### src/rtl/pdf_fields_note_unused.sv
/*
  pdf_fields_note_unused: holds no logic; the field block lives in pdf_fields.
  It assumes nothing of its surroundings.
*/

### src/rtl/pdf_pkg.sv
/*
  pdf_pkg: shared constants for the periodic descriptor field block.
  The register offsets, the field positions and the reset values live here.
  It assumes a 32-bit plain register port with byte addresses.
*/
package pdf_pkg;
  localparam int PDF_ADDR_W = 5;
  localparam int PDF_DATA_W = 32;
  localparam int PDF_UFRAMES = 8;
  localparam int PDF_CNT_W = 12;
  localparam int PDF_RES_W = 3;
  localparam int PDF_BC_W = 15;
  localparam int PDF_FRM_W = 5;
  localparam int PDF_IRQ_W = 3;

  // byte offsets of the word registers
  localparam logic [PDF_ADDR_W-1:0] PDF_OFF_DESC = 5'h00;
  localparam logic [PDF_ADDR_W-1:0] PDF_OFF_SCHED = 5'h04;
  localparam logic [PDF_ADDR_W-1:0] PDF_OFF_RESULT = 5'h08;
  localparam logic [PDF_ADDR_W-1:0] PDF_OFF_COUNT = 5'h0c;
  localparam logic [PDF_ADDR_W-1:0] PDF_OFF_IRQ_STAT = 5'h10;
  localparam logic [PDF_ADDR_W-1:0] PDF_OFF_IRQ_MASK = 5'h14;

  // descriptor word fields
  localparam int PDF_VALID_BIT = 0;
  localparam int PDF_BC_LSB = 3;
  localparam int PDF_BC_MSB = 17;
  // scheduling word fields
  localparam int PDF_FRM_LSB = 3;
  localparam int PDF_FRM_MSB = 7;
  localparam int PDF_MASK_LSB = 8;
  localparam int PDF_MASK_MSB = 15;
  // count word: upper half of the 64-bit descriptor word, so 63:52 and 51:40
  localparam int PDF_CNT7_LSB = 20;
  localparam int PDF_CNT7_MSB = 31;
  localparam int PDF_CNT6_LSB = 8;
  localparam int PDF_CNT6_MSB = 19;
  localparam logic [2:0] PDF_UF6 = 3'h6;
  localparam logic [2:0] PDF_UF7 = 3'h7;

  // interrupt status bits
  localparam int PDF_IRQ_DONE = 0;
  localparam int PDF_IRQ_FATAL = 1;
  localparam int PDF_IRQ_RESULT = 2;

  localparam logic [PDF_DATA_W-1:0] PDF_ZERO_WORD = 32'h0000_0000;
  localparam logic [PDF_IRQ_W-1:0] PDF_IRQ_RST = 3'h0;
endpackage

### src/rtl/pdf_slot_gate.sv
/*
  pdf_slot_gate: decides which microframe slot may take a result.
  It assumes the inputs are synchronous to the core clock and that the
  caller registers everything it derives from the hit vector.
*/
`timescale 1ns/1ps
module pdf_slot_gate
  import pdf_pkg::*;
#(
  parameter int UFRAMES = PDF_UFRAMES
)
(
  input wire logic valid_in,
  input wire logic uf_done_in,
  input wire logic [2:0] uf_index_in,
  input wire logic [UFRAMES-1:0] act_mask_in,
  input wire logic [PDF_FRM_W-1:0] frame_want_in,
  input wire logic [PDF_FRM_W-1:0] frame_now_in,
  output logic [UFRAMES-1:0] hit_out
);
  logic base_ok;

  // an inactive descriptor or a wrong frame takes nothing at all
  assign base_ok = uf_done_in & valid_in & (frame_want_in == frame_now_in);

  // one gate per slot: its own activation bit and its own index
  for (genvar i = 0; i < UFRAMES; i++)
  begin : g_slot
    assign hit_out[i] = base_ok & act_mask_in[i] & (uf_index_in == 3'(i));
  end
endmodule

### src/rtl/pdf_fields.sv
/*
  pdf_fields: holds one periodic transfer descriptor's control fields,
  its per-microframe result codes and the microframe 6 and 7 byte counts,
  with a register port, sticky events and one level interrupt.
  It assumes the scheduling engine gives one-cycle pulses synchronous to
  ref_clk_in and that software never asserts both strobes at once.
*/
// Chosen here: the placing of the registers and the plain strobed port.
`timescale 1ns/1ps
// Function
// - hardware clears valid after full execution
// - hardware clears valid on fatal error
// - microframe 7 byte count into 63:52
// - microframe 6 byte count into 51:40
// - each microframe result in own 3-bit field
module pdf_fields
  import pdf_pkg::*;
#(
  parameter int UFRAMES = PDF_UFRAMES
)
(
  input wire logic ref_clk_in,
  input wire logic reset_in,
  input wire logic ce_in,
  input wire logic [PDF_ADDR_W-1:0] addr_in,
  input wire logic [PDF_DATA_W-1:0] wr_data_in,
  input wire logic wr_en_in,
  input wire logic rd_en_in,
  input wire logic uf_done_in,
  input wire logic [2:0] uf_index_in,
  input wire logic [PDF_FRM_W-1:0] frame_now_in,
  input wire logic [PDF_CNT_W-1:0] rx_bytes_in,
  input wire logic [PDF_RES_W-1:0] result_code_in,
  input wire logic desc_done_in,
  input wire logic fatal_err_in,
  output logic [PDF_DATA_W-1:0] rd_data_out,
  output logic desc_active_out,
  output logic [PDF_BC_W-1:0] requested_byte_count_out,
  output logic [UFRAMES-1:0] uframe_activation_mask_out,
  output logic [PDF_FRM_W-1:0] frame_want_out,
  output logic irq_out
);
  typedef struct packed {
    logic valid;
    logic [PDF_BC_W-1:0] byte_count;
    logic [PDF_FRM_W-1:0] frame;
    logic [UFRAMES-1:0] act_mask;
    logic [UFRAMES*PDF_RES_W-1:0] result;
    logic [PDF_CNT_W-1:0] cnt7;
    logic [PDF_CNT_W-1:0] cnt6;
    logic [PDF_IRQ_W-1:0] irq_stat;
    logic [PDF_IRQ_W-1:0] irq_mask;
    logic irq;
    logic [PDF_DATA_W-1:0] rdata;
  } pdf_state_s;

  pdf_state_s st_q;
  pdf_state_s st_d;
  logic [UFRAMES-1:0] hit;
  logic wr_desc;
  logic hw_end;
  logic [PDF_IRQ_W-1:0] events;
  logic irq_stat_fatal;

  pdf_slot_gate #(
    .UFRAMES(UFRAMES)
  ) u_gate (
    .valid_in(st_q.valid),
    .uf_done_in(uf_done_in),
    .uf_index_in(uf_index_in),
    .act_mask_in(st_q.act_mask),
    .frame_want_in(st_q.frame),
    .frame_now_in(frame_now_in),
    .hit_out(hit)
  );

  assign wr_desc = wr_en_in & (addr_in == PDF_OFF_DESC);
  // done or fatal only matter while the descriptor is live
  assign hw_end = st_q.valid & (desc_done_in | fatal_err_in);
  assign events = {|hit, st_q.valid & fatal_err_in, st_q.valid & desc_done_in};

  // next state: bus writes, engine updates, sticky events, read data
  always_comb
  begin
    st_d = st_q;
    st_d.rdata = PDF_ZERO_WORD;
    // a fresh software write wins over the end of the previous run
    if (hw_end)
    begin
      st_d.valid = 1'b0;
    end
    if (wr_en_in)
    begin
      if (addr_in == PDF_OFF_DESC)
      begin
        st_d.valid = wr_data_in[PDF_VALID_BIT];
        st_d.byte_count = wr_data_in[PDF_BC_MSB:PDF_BC_LSB];
      end
      else if (addr_in == PDF_OFF_SCHED)
      begin
        st_d.frame = wr_data_in[PDF_FRM_MSB:PDF_FRM_LSB];
        st_d.act_mask = wr_data_in[PDF_MASK_MSB:PDF_MASK_LSB];
      end
      else if (addr_in == PDF_OFF_IRQ_MASK)
      begin
        st_d.irq_mask = wr_data_in[PDF_IRQ_W-1:0];
      end
    end
    // result fields, one 3-bit slot per microframe
    for (int i = 0; i < UFRAMES; i++)
    begin
      if (hit[i])
      begin
        st_d.result[i*PDF_RES_W +: PDF_RES_W] = result_code_in;
      end
    end
    if (hit[PDF_UF7])
    begin
      st_d.cnt7 = rx_bytes_in;
    end
    if (hit[PDF_UF6])
    begin
      st_d.cnt6 = rx_bytes_in;
    end
    // read port; unmapped offsets answer zero
    if (rd_en_in)
    begin
      if (addr_in == PDF_OFF_DESC)
      begin
        st_d.rdata[PDF_VALID_BIT] = st_q.valid;
        st_d.rdata[PDF_BC_MSB:PDF_BC_LSB] = st_q.byte_count;
      end
      else if (addr_in == PDF_OFF_SCHED)
      begin
        st_d.rdata[PDF_FRM_MSB:PDF_FRM_LSB] = st_q.frame;
        st_d.rdata[PDF_MASK_MSB:PDF_MASK_LSB] = st_q.act_mask;
      end
      else if (addr_in == PDF_OFF_RESULT)
      begin
        st_d.rdata[UFRAMES*PDF_RES_W-1:0] = st_q.result;
      end
      else if (addr_in == PDF_OFF_COUNT)
      begin
        st_d.rdata[PDF_CNT7_MSB:PDF_CNT7_LSB] = st_q.cnt7;
        st_d.rdata[PDF_CNT6_MSB:PDF_CNT6_LSB] = st_q.cnt6;
      end
      else if (addr_in == PDF_OFF_IRQ_STAT)
      begin
        st_d.rdata[PDF_IRQ_W-1:0] = st_q.irq_stat;
      end
      else if (addr_in == PDF_OFF_IRQ_MASK)
      begin
        st_d.rdata[PDF_IRQ_W-1:0] = st_q.irq_mask;
      end
    end
    // read clears the sticky bits, but an event in the same cycle survives
    if (rd_en_in && (addr_in == PDF_OFF_IRQ_STAT))
    begin
      st_d.irq_stat = PDF_IRQ_RST;
    end
    st_d.irq_stat = st_d.irq_stat | events;
    // registered from the next state so the pin never glitches; rises in the same cycle as the status bit
    st_d.irq = |(st_d.irq_stat & st_d.irq_mask);
  end

  // single state register, frozen while the clock enable is low
  always_ff @(posedge ref_clk_in)
  begin
    if (reset_in)
    begin
      st_q <= '0;
    end
    else if (ce_in)
    begin
      st_q <= st_d;
    end
  end

  assign rd_data_out = st_q.rdata;
  assign desc_active_out = st_q.valid;
  assign requested_byte_count_out = st_q.byte_count;
  assign uframe_activation_mask_out = st_q.act_mask;
  assign frame_want_out = st_q.frame;
  assign irq_out = st_q.irq;

  // fatal status bit, named so the fatal check reads plainly
  assign irq_stat_fatal = st_q.irq_stat[PDF_IRQ_FATAL];
endmodule

### config.mk
export PLATFORM = sky130hd
export DESIGN_NAME = pdf_fields
export DESIGN_NICKNAME = d
export VERILOG_FILES = /design/src/rtl/pdf_fields_note_unused.sv /design/src/rtl/pdf_pkg.sv /design/src/rtl/pdf_slot_gate.sv /design/src/rtl/pdf_fields.sv
export SDC_FILE = /design/constraint.sdc
export NUM_CORES = 1
export LEC_CHECK = 0
export ABC_AREA = 0
export ABC_CLOCK_PERIOD_IN_PS = 2300
export BUFFER_PORTS_ARGS = -buffer_cell sky130_fd_sc_hd__buf_2
export CAP_MARGIN = 20
export CORE_ASPECT_RATIO = 0.9
export CORE_MARGIN = 2
export CORE_UTILIZATION = 35
export DETAILED_ROUTE_END_ITERATION = 7
export SYNTH_ARGS = -nofsm -noshare
export SYNTH_HDL_FRONTEND = slang
export SYNTH_HIERARCHICAL = 1
export SYNTH_SLANG_ARGS = --single-unit
### constraint.sdc
create_clock -name ref_clk_in -period 2.3 [get_ports ref_clk_in]
set_input_delay 0.46 -clock ref_clk_in [delete_from_list [all_inputs] [get_ports ref_clk_in]]
set_output_delay 0.46 -clock ref_clk_in [all_outputs]
set_load 0.01 [all_outputs]
==> flow_summary.ini <==
[setup_path]
cp_data_required_time_ps = 2650
worstPathArrival_ps = 2500
startpoint_type = register
crit_fanout = 4
cp-end-kind = register
crit_type = register to register

[die]
die-area_mm2 = 0.01634
die-height_um = 121.5
ioPinCount = 130
core_area_mm2 = 0.01487
initial_core_util_pct = 36.08
fp.dieW_um = 134.5
rows = 42

[pwr]
clkPwrFrac_pct = 53.9
internal_power_mw = 3.816
switchingPower_mw = 1.080
cellPowerDensity_mw_per_mm2 = 774.5
power.leakage_nw = 2.440
p_seq_share_pct = 41.3
fin_total_pwr_mw = 4.896
max-vdd-ir-drop_v = 0.0005294
pwr-share-comb_pct = 4.8
p_sw_share_pct = 22.05

[placement]
place_ws_ps = 17.87
hpwl_um = 10580
placed_cell_area_mm2 = 0.005736
port_buffers = 115
gp_congestion = 0.8340
post-place-cells = 891

[global_routing]
antenna_found_initial = 0
grt_pass1_vias = 4543
overflow = 0
grt_start_max_net_pins = 56
grt_pass1_wl_um = 23010
grt_usage_pct = 18.40

[sta]
finalHoldWorstSlack_ps = 291.8
fin_crit_sh_pct = 93.58
rsz0062_at_grt = false
timing.fmax_ghz = 0.4646
finalSetupViolations = 0
hold_viol_final = 0
slew_headroom_pct = 62.00
worst_pin_slew_ps = 567.9
fin_skew_ps = 7.571
timing.final.ws_setup_ps = 147.7
drv_slew = 0
post-route-min-period_ps = 2152
tns_ps = 0

[cells_and_area]
fin_nets = 780
multi_input_area_mm2 = 0.002377
layout_common_cells = nand2_1 (166), dfxtp_1 (116), buf_2 (115), a21oi_1 (82), nor2_1 (31)
utilization_pct = 42.50
fin_area_mm2 = 0.006321
layout_commonest_cell = nand2_1
seqCellArea_mm2 = 0.002322
instances_no_fill = 923
area_delta_synth_final_pct = 17.79
antenna_cells = 0
fillers = 1514
drive_gt1_share_pct = 26.21

[yosys]
avgSynthCellArea_um2 = 8.156
synth_area_leaders = dfxtp_1 (43%), nand2_1 (12%), buf_4 (9.1%), a21oi_1 (7.6%), a22oi_1 (2.5%)
ys_types = 51
netlist.area_leader.share_pct = 43.27
synth_seq_area_share_pct = 43.27
async_flop_share_pct = 0
synth_warnings = 6
ys.flop_type = dfxtp_1
synthCells = 658
synth_edf_count = 0
yosysTopAreaCell = dfxtp_1
synth-seq-cells = 116
syn_nets = 726
syn-cell-area_mm2 = 0.005366

[clocking]
clock_sinks = 116
clkSlewWorstSetupHoldPaths_ps = 50
hold_buffers = 0
clkLatencyLatePin_ps = 420
clockBufferDepth = 2
htree_levels = 4
root_buffer = clkbuf_16
cts_tree = done
cts_resized = 0
cts_setup_buffers = 0
cts_buffers = 17

[flow_run]
max_cap_viol_count = 0

[min_path]
holdCritPathClass = primary input to register

[routing]
drtAntennaViolNets = 0
drc = 0
wirelength_um = 14680
wl_per_cell_um = 15.90
vias = 4722
firstDrtPassIters = 5
routed_via_density = 5.116
first_iter_violations = 340

[status]
outcome = complete, no violations
cell usage after synthesis (all sizes together) (4+ instances only):
cell	count
a22o	8
a222oi	6
nor2b	5
dfxtp	116
o221ai	8
o21ai	9
mux2	10
a21oi	82
nand2b	4
inv	6
clkbuf	24
nor4	11
nor2	32
buf	78
nand3	27
mux2i	11
nand2	166
nor3	4
and2	4
a22oi	18
nand3b	4
critical path, cell delays in order (launching register included):
cell and delay [ps]:
dfxtp_1 400, inv_1 100, a221o_1 410, nor4_1 510
nor4_1 130, nand3_1 170, a21oi_1 90, a21o_1 170
a21oi_1 110
final timing paths:
| kind | slack (ps) | end | depth (start not counted) | from |
|---|---|---|---|---|
| max | 150 | irq_out | 8 | frame_want_out[1] |
| min | 290 | requested_byte_count_out[14] | 3 | wr_data_in[17] |
| min reg2reg | 450 | rd_data_out[12] | 2 | rd_data_out[12] |
| max reg2reg | 150 | irq_out | 8 | frame_want_out[1] |
sequential cells by signal, indices dropped and copies added, names as in the netlist:
| name | cells |
|---|---|
| uframe_activation_mask_out | 8 |
| frame_want_out | 5 |
| st_q | 53 |
| irq_out | 1 |
| requested_byte_count_out | 15 |
| desc_active_out | 1 |
| irq_stat_fatal | 1 |
| rd_data_out | 32 |
power by group through the flow:
stage	clock, mW	combinational, mW	sequential (mW)
final	2.64	0.235	2.02
after global routing	2.78	0.255	2.02
after detailed placement	0	0.234	2.06
after global placement	0	0.228	2.06
after floorplan	0	0.130	2.06
after CTS	2.68	0.235	2.02
metal layers:
metal	vias up	global-route usage (%)	wire length, um
li1	2316	-	-
met1	2236	23.83	6717
met2	154	29.85	6937
met3	16	4.804	859
met4	0	6.118	163
met5	-	0	0
area by class of cell:
cell class                      count  share of cell area, %
Clock buffer                       22                  7.185
Clock inverter                     10                  2.078
Inverter                            6                 0.3563
Multi-Input combinational cell    434                  37.61
Sequential cell                   116                  36.74
Tap cell                          198                  3.919
Timing Repair Buffer              137                  12.11
cells by family (layout without fill, tap and decap cells):
kind of cell | count (synthesis) | after routing | share of synthesized area [%]
DFF | 116 | 116 | 43.27
AOI/OAI and AO/OA | 146 | 146 | 17.51
buffers and inverters | 108 | 175 | 12.43
xor gates and xnor gates | 2 | 2 | 0.4664
muxes | 21 | 21 | 4.150
and+or+nand+nor | 265 | 265 | 22.17
Note: power is estimated with default switching activity, not from simulation.
